===== src/inc/bpd_pkg.sv =====
// Package with constants and carrier types for the brownout and power-on detect control.
package bpd_pkg;

  // Power mode codes.
  localparam logic [1:0] BPD_MODE_NORMAL = 2'h0;
  localparam logic [1:0] BPD_MODE_IDLE = 2'h1;
  localparam logic [1:0] BPD_MODE_PDOWN = 2'h2;
  localparam logic [1:0] BPD_MODE_TPDOWN = 2'h3;

  // Register indexes on the plain register port.
  localparam logic [3:0] BPD_REG_POWER_CONTROL = 4'h0;
  localparam logic [3:0] BPD_REG_IRQ_ENABLE0 = 4'h1;
  localparam logic [3:0] BPD_REG_BROWNOUT_CONFIG = 4'h2;
  localparam logic [3:0] BPD_REG_RESET_SOURCE = 4'h3;
  localparam logic [3:0] BPD_REG_IRQ_STATUS = 4'h4;
  localparam logic [3:0] BPD_REG_IRQ_MASK = 4'h5;
  localparam logic [3:0] BPD_REG_LIVE_STATUS = 4'h6;

  // Field positions.
  localparam int BPD_POS_MODE_LO = 0;
  localparam int BPD_POS_MODE_HI = 1;
  localparam int BPD_POS_BROWNOUT_IRQ_ENABLE = 4;
  localparam int BPD_POS_SOURCE_ENABLE = 5;
  localparam int BPD_POS_GLOBAL_ENABLE = 7;
  localparam int BPD_POS_POWER_ON_FLAG = 4;
  localparam int BPD_POS_RESET_FLAG = 5;
  localparam int BPD_POS_IRQ_FLAG = 6;
  localparam int BPD_NVM_TRIP_LSB = 3;

  // Reset values.
  localparam logic [7:0] BPD_RST_POWER_CONTROL = 8'h00;
  localparam logic [7:0] BPD_RST_IRQ_ENABLE0 = 8'h00;
  localparam logic [2:0] BPD_RST_IRQ_TRIP = 3'h2;
  localparam logic [2:0] BPD_RST_IRQ_MASK = 3'h0;

  // Lowest usable trip code and number of levels.
  localparam logic [2:0] BPD_TRIP_MIN = 3'h2;
  localparam int BPD_TRIP_LEVELS = 6;

  // Synchroniser depth.
  localparam int BPD_SYNC_STAGES = 2;

  // Event bits in the sticky status and mask registers.
  localparam int BPD_EV_RESET_TRIP = 0;
  localparam int BPD_EV_IRQ_TRIP = 1;
  localparam int BPD_EV_FLASH_TRIP = 2;
  localparam int BPD_EV_COUNT = 3;

  // Comparator outputs from the analog side.
  typedef struct packed {
    logic rst_fall;
    logic rst_rise;
    logic irq_fall;
    logic irq_rise;
    logic flash_fall;
    logic flash_rise;
  } bpd_cmp_t;

  // Register port request.
  typedef struct packed {
    logic [3:0] addr;
    logic [7:0] wdata;
    logic wr;
    logic rd;
  } bpd_req_t;

endpackage


===== src/rtl/bpd_ctrl.sv =====
// Brownout and power-on detect control: mode gating, flags, interrupt and reset requests.
//
// Notes on behaviour
// - In power-down (10) or total power-down (11) all three brownout functions are off.
// - In normal or idle mode the brownout reset and flash protection are always on.
// - The brownout interrupt goes out only in normal or idle mode with all three enables set.
// - The reset trip level comes from nonvolatile bits 5 to 3, codes 000 and 001 reserved.
// - The interrupt trip level comes from config bits 2 to 0, codes 000 and 001 reserved.
// - Each of reset and interrupt has exactly six usable levels, each a fall and rise pair.
// - The brownout reset flag sits at reset source bit 5, reset to 0, set when reset trips.
// - The brownout interrupt flag sits at reset source bit 6, reset to 0, set on interrupt trip.
// - While the flash brownout condition holds, flash program and erase are blocked.
// - Flash protection is off whenever the upper mode bit is 1 and software cannot turn it off.
// - A condition asserts on the falling comparator and clears on the rising one or when its detector is disabled.
// - Power-on resets the device and sets a power-on flag that stays until software clears it.
// - Mode codes are 00 normal, 01 idle, 10 power-down, 11 total power-down.
`timescale 1ns/1ps
module bpd_ctrl
  import bpd_pkg::*;
(
  // Clock and reset
  input wire logic mclk,
  input wire logic rst_b,
  // Register port
  input wire logic [3:0] reg_addr,
  input wire logic [7:0] reg_wdata,
  input wire logic reg_wr,
  input wire logic reg_rd,
  output logic [7:0] reg_rdata,
  // Nonvolatile configuration
  input wire logic [7:0] nonvolatile_user_config1,
  // Analog comparators
  input wire bpd_cmp_t cmp,
  // Power-on detector level, high while supply is coming up
  input wire logic power_on_detect,
  // Outputs to the system
  output logic [2:0] reset_trip_sel,
  output logic [2:0] irq_trip_sel,
  output logic [2:0] detector_enable,
  output logic brownout_reset_req,
  output logic brownout_irq,
  output logic flash_pe_block,
  output logic irq
);

  // Reset release.
  logic rst_meta_b;
  logic rst_sync_b;
  always_ff @(posedge mclk or negedge rst_b) begin
    if (!rst_b) begin
      rst_meta_b <= 1'b0;
      rst_sync_b <= 1'b0;
    end else begin
      rst_meta_b <= 1'b1;
      rst_sync_b <= rst_meta_b;
    end
  end

  // Registers.
  logic [7:0] power_control_reg;
  logic [7:0] irq_enable_reg0;
  logic [2:0] brownout_config_reg;
  logic brownout_reset_flag;
  logic brownout_irq_flag;
  logic power_on_flag;
  logic [BPD_EV_COUNT-1:0] irq_status;
  logic [BPD_EV_COUNT-1:0] irq_mask;

  // Decode.
  wire wr_power_control = reg_wr && (reg_addr == BPD_REG_POWER_CONTROL);
  wire wr_ien = reg_wr && (reg_addr == BPD_REG_IRQ_ENABLE0);
  wire wr_cfg = reg_wr && (reg_addr == BPD_REG_BROWNOUT_CONFIG);
  wire wr_src = reg_wr && (reg_addr == BPD_REG_RESET_SOURCE);
  wire wr_sts = reg_wr && (reg_addr == BPD_REG_IRQ_STATUS);
  wire wr_msk = reg_wr && (reg_addr == BPD_REG_IRQ_MASK);

  // Mode decode.
  wire power_mode_hi = power_control_reg[BPD_POS_MODE_HI];
  wire power_mode_lo = power_control_reg[BPD_POS_MODE_LO];
  wire [1:0] power_mode = {power_mode_hi, power_mode_lo};
  // Both power-down codes share the upper bit, so it alone gates the detectors.
  wire mode_active = (power_mode == BPD_MODE_NORMAL) || (power_mode == BPD_MODE_IDLE);
  wire brownout_irq_enable = power_control_reg[BPD_POS_BROWNOUT_IRQ_ENABLE];
  wire brownout_irq_source_enable = irq_enable_reg0[BPD_POS_SOURCE_ENABLE];
  wire global_irq_enable = irq_enable_reg0[BPD_POS_GLOBAL_ENABLE];

  // Reset and flash detectors ignore every software bit except the mode.
  wire [2:0] next_enable = {!power_mode_hi, mode_active, mode_active};

  // Trip level selection; reserved codes are clamped up to the lowest real level.
  wire [2:0] nvm_trip = nonvolatile_user_config1[BPD_NVM_TRIP_LSB +: 3];
  wire [2:0] next_reset_sel = (nvm_trip < BPD_TRIP_MIN) ? BPD_TRIP_MIN : nvm_trip;
  wire [2:0] next_irq_sel = (brownout_config_reg < BPD_TRIP_MIN) ? BPD_TRIP_MIN : brownout_config_reg;

  // Comparator synchronisers.
  bpd_cmp_t cmp_s;
  bpd_sync #(.WIDTH($bits(bpd_cmp_t))) u_sync (
    .mclk(mclk),
    .rst_sync_b(rst_sync_b),
    .async_in(cmp),
    .sync_out(cmp_s)
  );

  // Hysteresis: flash is bit 2, interrupt bit 1, reset bit 0.
  logic [2:0] cond;
  bpd_hyst #(.WIDTH(3)) u_hyst (
    .mclk(mclk),
    .rst_sync_b(rst_sync_b),
    .enable(detector_enable),
    .below({cmp_s.flash_fall, cmp_s.irq_fall, cmp_s.rst_fall}),
    .above({cmp_s.flash_rise, cmp_s.irq_rise, cmp_s.rst_rise}),
    .cond(cond)
  );

  wire rst_cond = cond[0];
  wire irq_cond = cond[1];
  wire flash_cond = cond[2];

  // Rising edges of conditions are trip events.
  logic [2:0] cond_d;
  wire [2:0] trip = cond & ~cond_d;
  wire irq_deliver = mode_active && brownout_irq_enable && brownout_irq_source_enable
    && global_irq_enable && brownout_irq_flag;

  // Power-on detector is caught after reset release, then held until software clears it.
  wire next_power_on_flag = power_on_detect ? 1'b1 :
    (wr_src && reg_wdata[BPD_POS_POWER_ON_FLAG]) ? 1'b0 : power_on_flag;
  wire next_reset_flag = trip[0] ? 1'b1 :
    (wr_src && reg_wdata[BPD_POS_RESET_FLAG]) ? 1'b0 : brownout_reset_flag;
  wire next_irq_flag = trip[1] ? 1'b1 :
    (wr_src && reg_wdata[BPD_POS_IRQ_FLAG]) ? 1'b0 : brownout_irq_flag;

  wire [BPD_EV_COUNT-1:0] next_status = trip | (irq_status & ~(wr_sts ? reg_wdata[BPD_EV_COUNT-1:0] : '0));

  // Read mux.
  logic [7:0] rd_mux;
  always_comb begin
    rd_mux = 8'h00;
    case (reg_addr)
      BPD_REG_POWER_CONTROL: rd_mux = power_control_reg;
      BPD_REG_IRQ_ENABLE0: rd_mux = irq_enable_reg0;
      BPD_REG_BROWNOUT_CONFIG: rd_mux = {5'h00, brownout_config_reg};
      BPD_REG_RESET_SOURCE: begin
        rd_mux[BPD_POS_POWER_ON_FLAG] = power_on_flag;
        rd_mux[BPD_POS_RESET_FLAG] = brownout_reset_flag;
        rd_mux[BPD_POS_IRQ_FLAG] = brownout_irq_flag;
      end
      BPD_REG_IRQ_STATUS: rd_mux = {5'h00, irq_status};
      BPD_REG_IRQ_MASK: rd_mux = {5'h00, irq_mask};
      BPD_REG_LIVE_STATUS: rd_mux = {5'h00, cond};
      default: rd_mux = 8'h00;
    endcase
  end

  // Software registers.
  always_ff @(posedge mclk or negedge rst_sync_b) begin
    if (!rst_sync_b) begin
      power_control_reg <= BPD_RST_POWER_CONTROL;
      irq_enable_reg0 <= BPD_RST_IRQ_ENABLE0;
      brownout_config_reg <= BPD_RST_IRQ_TRIP;
      irq_mask <= BPD_RST_IRQ_MASK;
    end else begin
      if (wr_power_control) begin
        power_control_reg <= reg_wdata;
      end
      if (wr_ien) begin
        irq_enable_reg0 <= reg_wdata;
      end
      if (wr_cfg) begin
        brownout_config_reg <= reg_wdata[2:0];
      end
      if (wr_msk) begin
        irq_mask <= reg_wdata[BPD_EV_COUNT-1:0];
      end
    end
  end

  // Flags and status: a trip in the clearing cycle wins.
  always_ff @(posedge mclk or negedge rst_sync_b) begin
    if (!rst_sync_b) begin
      cond_d <= 3'h0;
      brownout_reset_flag <= 1'b0;
      brownout_irq_flag <= 1'b0;
      power_on_flag <= 1'b0;
      irq_status <= '0;
    end else begin
      cond_d <= cond;
      brownout_reset_flag <= next_reset_flag;
      brownout_irq_flag <= next_irq_flag;
      power_on_flag <= next_power_on_flag;
      irq_status <= next_status;
    end
  end

  // Registered outputs.
  always_ff @(posedge mclk or negedge rst_sync_b) begin
    if (!rst_sync_b) begin
      reg_rdata <= 8'h00;
      reset_trip_sel <= BPD_TRIP_MIN;
      irq_trip_sel <= BPD_RST_IRQ_TRIP;
      detector_enable <= 3'h7;
      brownout_reset_req <= 1'b0;
      brownout_irq <= 1'b0;
      flash_pe_block <= 1'b0;
      irq <= 1'b0;
    end else begin
      reg_rdata <= reg_rd ? rd_mux : 8'h00;
      reset_trip_sel <= next_reset_sel;
      irq_trip_sel <= next_irq_sel;
      detector_enable <= next_enable;
      brownout_reset_req <= rst_cond;
      brownout_irq <= irq_deliver;
      flash_pe_block <= flash_cond;
      irq <= |(next_status & irq_mask);
    end
  end

endmodule


===== src/rtl/bpd_hyst.sv =====
// Hysteresis latch: set by the falling comparator, cleared by the rising one or by a low enable.
`timescale 1ns/1ps
module bpd_hyst
  import bpd_pkg::*;
#(
  parameter int WIDTH = 3
) (
  // Clock and reset
  input wire logic mclk,
  input wire logic rst_sync_b,
  // Control
  input wire logic [WIDTH-1:0] enable,
  input wire logic [WIDTH-1:0] below,
  input wire logic [WIDTH-1:0] above,
  // Condition
  output logic [WIDTH-1:0] cond
);

  genvar i;
  generate
    for (i = 0; i < WIDTH; i++) begin : g_ch
      logic next_cond;
      // A disabled detector forgets its condition, matching circuitry that is powered off.
      assign next_cond = !enable[i] ? 1'b0 : below[i] ? 1'b1 : above[i] ? 1'b0 : cond[i];
      always_ff @(posedge mclk or negedge rst_sync_b) begin
        if (!rst_sync_b) begin
          cond[i] <= 1'b0;
        end else begin
          cond[i] <= next_cond;
        end
      end
    end
  endgenerate

endmodule


===== src/rtl/bpd_sync.sv =====
// Two-stage synchroniser for a vector of asynchronous levels.
`timescale 1ns/1ps
module bpd_sync
  import bpd_pkg::*;
#(
  parameter int WIDTH = 6
) (
  // Clock and reset
  input wire logic mclk,
  input wire logic rst_sync_b,
  // Levels
  input wire logic [WIDTH-1:0] async_in,
  output logic [WIDTH-1:0] sync_out
);

  logic [WIDTH-1:0] stage1;

  // The first stage feeds only the second stage.
  always_ff @(posedge mclk or negedge rst_sync_b) begin
    if (!rst_sync_b) begin
      stage1 <= '0;
      sync_out <= '0;
    end else begin
      stage1 <= async_in;
      sync_out <= stage1;
    end
  end

endmodule


===== config.mk =====
export PLATFORM = sky130hd
export DESIGN_NAME = bpd_ctrl
export DESIGN_NICKNAME = d
export VERILOG_FILES = /design/src/inc/bpd_pkg.sv /design/src/rtl/bpd_ctrl.sv /design/src/rtl/bpd_hyst.sv /design/src/rtl/bpd_sync.sv
export SDC_FILE = /design/constraint.sdc
export NUM_CORES = 1
export LEC_CHECK = 0
export ABC_AREA = 1
export BUFFER_PORTS_ARGS = -buffer_cell sky130_fd_sc_hd__buf_2
export CAP_MARGIN = 20
export CORE_MARGIN = 3
export CORE_UTILIZATION = 41
export CTS_BUF_LIST = sky130_fd_sc_hd__clkbuf_4 sky130_fd_sc_hd__clkbuf_8
export DETAILED_ROUTE_END_ITERATION = 12
export PLACE_DENSITY = 0.65
export SLEW_MARGIN = 10
export SYNTH_ARGS = -nofsm -noshare
export SYNTH_HDL_FRONTEND = slang
export SYNTH_SLANG_ARGS = --single-unit

===== constraint.sdc =====
create_clock -name mclk -period 1.8 [get_ports mclk]
set_input_delay 0.36 -clock mclk [delete_from_list [all_inputs] [get_ports mclk]]
set_output_delay 0.36 -clock mclk [all_outputs]
set_load 0.005 [all_outputs]

==> results of run 1 <==
-- what timing repair did --
action                                  4_1_cts  5_1_grt
hold buffers                                  1        0
endpoints found under the hold margin         2        0
gates resized for setup                       0        0
endpoints found under the setup margin        0        0
-- cell families (layout without fill, tap and decap cells) --
| family | after synthesis | in the layout | synth area share |
|---|---|---|---|
| AOI/OAI and AO/OA | 38 | 38 | 0.09845 |
| other | 1 | 1 | 0.001446 |
| and+or+nand+nor | 107 | 107 | 0.1911 |
| buffers and inverters | 41 | 102 | 0.06950 |
| DFF | 66 | 66 | 0.6395 |
-- synthesized netlist by cell type (all sizes together) --
master  number
conb         1
nor3         2
dfrtp       61
inv         34
buf          5
o21a         2
or2          1
clkbuf       2
a21oi        8
o21ai       28
nand3       18
nand2       71
dfstp        5
nand4        3
nor2        12
-- final cells by class --
cell class	count	area share
tap	75	0.02986
sequential	66	0.5279
multi-input combinational	146	0.2400
inverter	34	0.04140
clock inverter	6	0.02866
timing repair buffer	52	0.08838
clock buffer	10	0.04379
-- path summary, 6_finish.rpt --
check / cells after the start / slack (ps) / startpoint / endpoint
max: 1 / 430 / detector_enable[1]$_DFF_PN1_ / detector_enable[1]
min: 0 / 60 / rst_sync_b$_DFF_PN0_ / u_sync.stage1[1]$_DFF_PN0_
max reg2reg: 4 / 800 / brownout_config_reg[1]$_DFFE_PN1P_ / reg_rdata[1]$_DFF_PN0_
min reg2reg: 0 / 60 / rst_sync_b$_DFF_PN0_ / u_sync.stage1[1]$_DFF_PN0_
max in group asynchronous: 1 / 1100 / rst_sync_b$_DFF_PN0_ / irq_trip_sel[1]$_DFF_PN1_
min in group mclk: 1 / 120 / cmp[4] / u_sync.stage1[4]$_DFF_PN0_
-- routing by layer --
metal	GRT usage	vias up
li1	-	910
met1	0.2098	862
met2	0.2147	61
met3	0.05187	8
met4	0.06043	0
met5	0	-
-- where the power goes --
part	internal [uW]	switching, uW
logic	172	230
clock network	819	586
registers	1680	116
total	2680	933
-- through the flow --
step / utilization / cells / area (um^2) / setup WS, ps
final: 0.5216 / 389 / 3143 / 429.5
after global routing: 0.5216 / 389 / 3143 / 397.1
after CTS: 0.5216 / 389 / 3143 / 412.4
after detailed placement: 0.4821 / 372 / 2905 / 343.7
after global placement: 0.4821 / 372 / 2905 / 368.8
after floorplan: - / 253 / 2594 / 491.0
==> key figures, run 1 <==
Outcome
  – Status: finished, final reports clean

Die
  – Core Region: between 6000 and 7000 um^2
  – Initial Util: 0.4302
  – I/O pin cnt: between 50 and 60
  – Die Span X: approximately 86 um
  – Num rows: 28
  – Die Footprint: approximately 7300 um^2
  – Die height: between 80 and 90 um

Yosys
  – Share of the yosys chip area belonging to registers: 0.6395
  – Synthesized instance count: 253
  – Flops & latches, synth: 66
  – Synth warnings: 0
  – Largest area contributor in the netlist: dfrtp_1
  – Cell area after synthesis: approximately 2600 um^2
  – Syn avg cell area: about 10 um^2
  – Netlist cell types: 26
  – Main area contributors after synthesis: dfrtp_1 (59%), nand2_1 (9.6%), o21ai_2 (5.4%), dfstp_2 (5.1%), inv_1 (4.5%)
  – Synthesized net count: between 200 and 300
  – Synth top area share: 0.5888

Clocking
  – Clock Tree Buf Depth: 2
  – Post-CTS setup repair buffer count: 0
  – Cts bufs inserted: 9
  – H-tree depth: 3
  – Clock sinks: 66
  – Clk_lat worst skew: between 300 and 400 ps
  – Root Buffer: clkbuf_8
  – CTS tree: built
  – Reg clk slew, reported paths: ~70 ps

Critical path
  – CP Launch Type: flip-flop
  – CP max stage delay: 560 ps
  – Crit path buf inv count: 1
  – CP max FO: 3
  – WP data required: around 1400 ps
  – Worst Path Arrival: around 1000 ps
  – Slowest-stage cell, CP: dfstp_2
  – CP Class: reg -> out
  – Crit-path cells: buf_2
  – Endpoint type of the worst setup path: primary output
  – Cell family with most CP delay: flip-flops

Detailed routing
  – Drt drc: 0
  – WL met2: 2245 um
  – Max layer used: met4
  – Metal1 wirelength: between 2000 and 2500 um
  – First drt pass iteration count: 4
  – Routed via count: 1841
  – DRT iter0 DRCs: approximately 120
  – Vias per inst: ~4.7
  – Post-route antenna net violation count: 0
  – Total Routed Length: 5035 um
  – Wirelength per Cell: roughly 13 um
  – Met3 routed WL: 329 um

Final layout
  – Most frequent cells in the layout: nand2_1 (66), dfrtp_1 (60), buf_2 (46), inv_1 (31), nand3_1 (18)
  – Area occupied by multi-input gates: approximately 750 um^2
  – Fin nets: 340
  – Share of cells above drive strength 1: 0.3312
  – Commonest non-fill, non-tap cell in the layout: nand2_1
  – Register area: between 1500 and 2000 um^2
  – Area delta synth->final: 21.24%
  – Antenna diodes: 0
  – FILL cells: 563

Placement
  – Port bufs: 46
  – RePlAce Congestion: 0.8599
  – DPL Wire Length: around 3600 um

Timing
  – Setup TNS: 0 ps
  – Hold slack: roughly 56 ps
  – Slew Limit Fails: 0
  – Min cycle time layout: approximately 1400 ps
  – RSZ-0062 raised after global routing: no
  – Final Skew: roughly 9.5 ps
  – Hold Vio Cnt, Final: 0
  – Peak Freq: about 0.73 GHz
  – Endpoints failing setup: 0
  – Fin crit share: 0.7614

Global route
  – Initial antenna violation count: 0
  – Total global routing overflow: 0
  – Number of global-route vias before repair: 1740
  – Largest net degree at the start of global routing: 36
  – Total Routing Usage GR: 0.1500
  – First-pass GRT wire length: between 8000 and 9000 um

Worst hold path
  – Hold Path Class: reg -> async

Power and ir drop
  – Post-layout power: about 3600 uW
  – Max VDD drop: between 0.0008 and 0.0009 V
  – Leakage: around 0.0016 uW
  – Power density cells: 1148 nW/um^2

Flow run
  – Max-cap violations: 0
(Power assumes the default switching activity.)
==> run 2, diff against run 1 <==
- ABC_AREA: 1 -> 0
- clock period: 1.8 -> 1.25 ns (I/O delays scaled with it)
==> run 2 against run 1 <==
Net effect: power increased by 38%; sequential cell count unchanged; final area rose by 2.8%; clock skew decreased by 3.8 ps; final cell count is 13% lower; wire length grew 0.28%; synthesized area fell by 1.2%.
==> key figures, run 2 <==
Global route
  – Initial antenna violation count: 0 (unchanged)
  – Number of global-route vias before repair: 1740 (unchanged)
  – First-pass GRT wire length: 8431 um (+1.5%)
  – Total Routing Usage GR: 0.1544 (+0.004359)
  – Largest net degree at the start of global routing: 37 (+2.8%)
  – Total global routing overflow: 0 (unchanged)

Clocking
  – Clock Tree Buf Depth: 2 (unchanged)
  – H-tree depth: 3 (unchanged)
  – CTS tree: built
  – Clk_lat worst skew: 330 ps (about the same)
  – Reg clk slew, reported paths: 60 ps (about the same)
  – Root Buffer: clkbuf_8
  – Clock sinks: 66 (unchanged)
  – Cts bufs inserted: 9 (unchanged)

Final layout
  – Area delta synth->final: 26.07%
  – Fin nets: 290 (-15%)
  – Antenna diodes: 0 (unchanged)
  – Share of cells above drive strength 1: 0.4811 (+0.1499)
  – Finished Cell Area: 3231 um^2 (+2.8%)
  – Most frequent cells in the layout: dfrtp_1 (60), buf_2 (45), mux2_2 (25), buf_4 (25), clkbuf_8 (10)
  – Commonest non-fill, non-tap cell in the layout: dfrtp_1

Timing
  – Final Skew: 5.673 ps (-3.832 ps)
  – Hold slack: 20.14 ps (-35.51 ps)
  – Final WS setup: 8.199 ps (-421.3 ps)
  – Hold Vio Cnt, Final: 0 (unchanged)
  – Min cycle time layout: about 1200 ps
  – Peak Freq: ~0.81 GHz
  – Endpoints failing setup: 0 (unchanged)
  – Setup TNS: 0 ps (unchanged)
  – Slew Limit Fails: 0 (unchanged)
  – Fin crit share: 0.9934
  – RSZ-0062 raised after global routing: yes

Yosys
  – Syn avg cell area: 14.00 um^2 (+37%)
  – Netlist cell types: 37 (+42%)
  – Cell area after synthesis: 2562 um^2 (-1.2%)
  – Flops & latches, synth: 66 (unchanged)
  – Number of synthesized flops with an enable pin: 0 (unchanged)
  – Synth cell count leaders: dfrtp_1 (61), mux2_2 (26)
  – Share of the yosys chip area belonging to registers: 0.6470 (+0.007494)
  – Top FF cell, synth: dfrtp_1
  – Main area contributors after synthesis: dfrtp_1 (60%), mux2_2 (11%), dfstp_2 (5.1%), mux2i_1 (1.6%), a21o_1 (1.5%)
  – Synthesized net count: 214 (-25%)
  – Most numerous cell in the Yosys netlist: dfrtp_1
  – Synthesized instance count: 183 (-28%)
  – Synth top area share: 0.5957 (+0.006900)
  – Synth warnings: 0 (unchanged)
  – Largest area contributor in the netlist: dfrtp_1
  – Asr flop ratio synth: 1.000 (unchanged)

Power and ir drop
  – Power density cells: 1538 nW/um^2 (+34%)
  – Max VDD drop: 0.001047 V (+27%)
  – Leakage: 0.001540 uW (-4.7%)

Critical path
  – Critical path depth: 1 (unchanged)
  – Critical R2R Launch: irq_mask[0]$_DFFE_PN0P_
  – Slowest-stage cell, CP: dfstp_2
  – WP data required: 1000 ps (-440 ps)
  – CP Class: reg -> out
  – FF-to-FF End: reg_rdata[0]$_DFF_PN0_
  – CP max FO: 3 (unchanged)
  – CP Launch Type: flip-flop
  – Crit-path cells: buf_2
  – CP max stage delay: 550 ps (about the same)
  – Endpoint type of the worst setup path: primary output
  – Reg2Reg Depth: 3 (-1)
  – Crit path buf inv count: 1 (unchanged)
  – Cell family with most CP delay: flip-flops
  – Worst Path Arrival: 990 ps (-20 ps)
  – Reg-to-reg slack, setup: 50 ps (-750 ps)

Detailed routing
  – Drt drc: 0 (unchanged)
  – Wirelength per Cell: 14.89 um (+15%)
  – First drt pass iteration count: 4 (unchanged)
  – Total Routed Length: 5049 um (+0.28%)
  – Post-route antenna net violation count: 0 (unchanged)
  – DRT iter0 DRCs: 98 (-19%)
  – Vias per inst: 4.950 (+4.6%)
  – Routed via count: 1678 (-8.9%)

Die
  – Die Span X: 85.06 um (-0.54%)
  – Initial Util: 0.4277 (-0.002496)
  – I/O pin cnt: 52 (unchanged)
  – Num rows: 28 (unchanged)
  – Core Region: 5991 um^2 (-0.58%)
  – Die Footprint: 7234 um^2 (-1.1%)
  – Die height: 85.06 um (-0.54%)

Placement
  – Port bufs: 46 (unchanged)
  – Placed instance area: 3007 um^2 (+3.5%)
  – RePlAce Congestion: 0.8611 (+0.14%)
  – DPL Wire Length: 3657 um (+1.6%)
  – Pre-CTS WS: -169.1 ps (-512.8 ps)

Worst hold path
  – Hold path cells: 1
  – Hold endpoint: u_sync.stage1[5]$_DFF_PN0_
  – Hold_sp: cmp[5]
  – Hold Path Class: in -> reg

Flow run
  – Max-cap violations: 0 (unchanged)

Outcome
  – Status: finished, final reports clean
run 2: cell families after synthesis:
kind of cell | after synthesis | synth area share
buf+inv | 13 | 0.02686
mux | 31 | 0.1387
flops | 66 | 0.6470
other cells | 1 | 0.001463
compound gates | 29 | 0.07959
simple gates | 43 | 0.1065
run 2: worst max path at each step:
| stage | from | end | slack [ps] |
|---|---|---|---|
| finish | detector_enable[1]$_DFF_PN1_ | detector_enable[0] | 8 |
| global route | irq_mask[0]$_DFFE_PN0P_ | reg_rdata[0]$_DFF_PN0_ | -30 |
| CTS | detector_enable[1]$_DFF_PN1_ | detector_enable[0] | -5 |
| detailed placement | reg_addr[3] | power_control_reg[1]$_DFFE_PN0P_ | -170 |
| global placement | reg_addr[3] | irq$_DFF_PN0_ | -150 |
| floorplan | reg_addr[2] | brownout_config_reg[0]$_DFFE_PN0P_ | -80 |
run 2: per-layer routing:
layer | vias up | track usage | part of all wire
met5 | - | 0 | 0
met4 | 0 | 0.09065 | 0.018
met3 | 9 | 0.03689 | 0.053
met2 | 46 | 0.2394 | 0.48
met1 | 827 | 0.1971 | 0.44
li1 | 796 | - | -
run 2: final cells by class:
type,instances,area (um^2)
clock buffers,13,160.2
clock inverters,3,15.01
fillers,552,2760
inverters,5,18.77
multi-input cells,104,839.6
repair buffers,73,444.2
flip-flops and latches,66,1659
well taps,75,93.84
run 2: repair_timing:
item,CTS,global route
endpoints found under the setup margin,3,4
hold endpoints to repair,2,1
hold buffers,1,1
buffers inserted,1,2
resized for setup,1,0
run 2: where the power goes:
part           internal [uW]  switching, uW
registers               2460            180
clock network            831            739
logic                    451            308
total                   3740           1230
run 2: through the flow:
| step | utilization | power [uW] | cells |
|---|---|---|---|
| 2_1_floorplan | - | 3079 | 183 |
| 3_3_place_gp | 0.5019 | 3371 | 318 |
| 3_5_place_dp | 0.5019 | 3399 | 318 |
| 4_1_cts | 0.5351 | 5009 | 336 |
| 5_1_grt | 0.5393 | 5250 | 339 |
| 6_report | 0.5393 | 4969 | 339 |
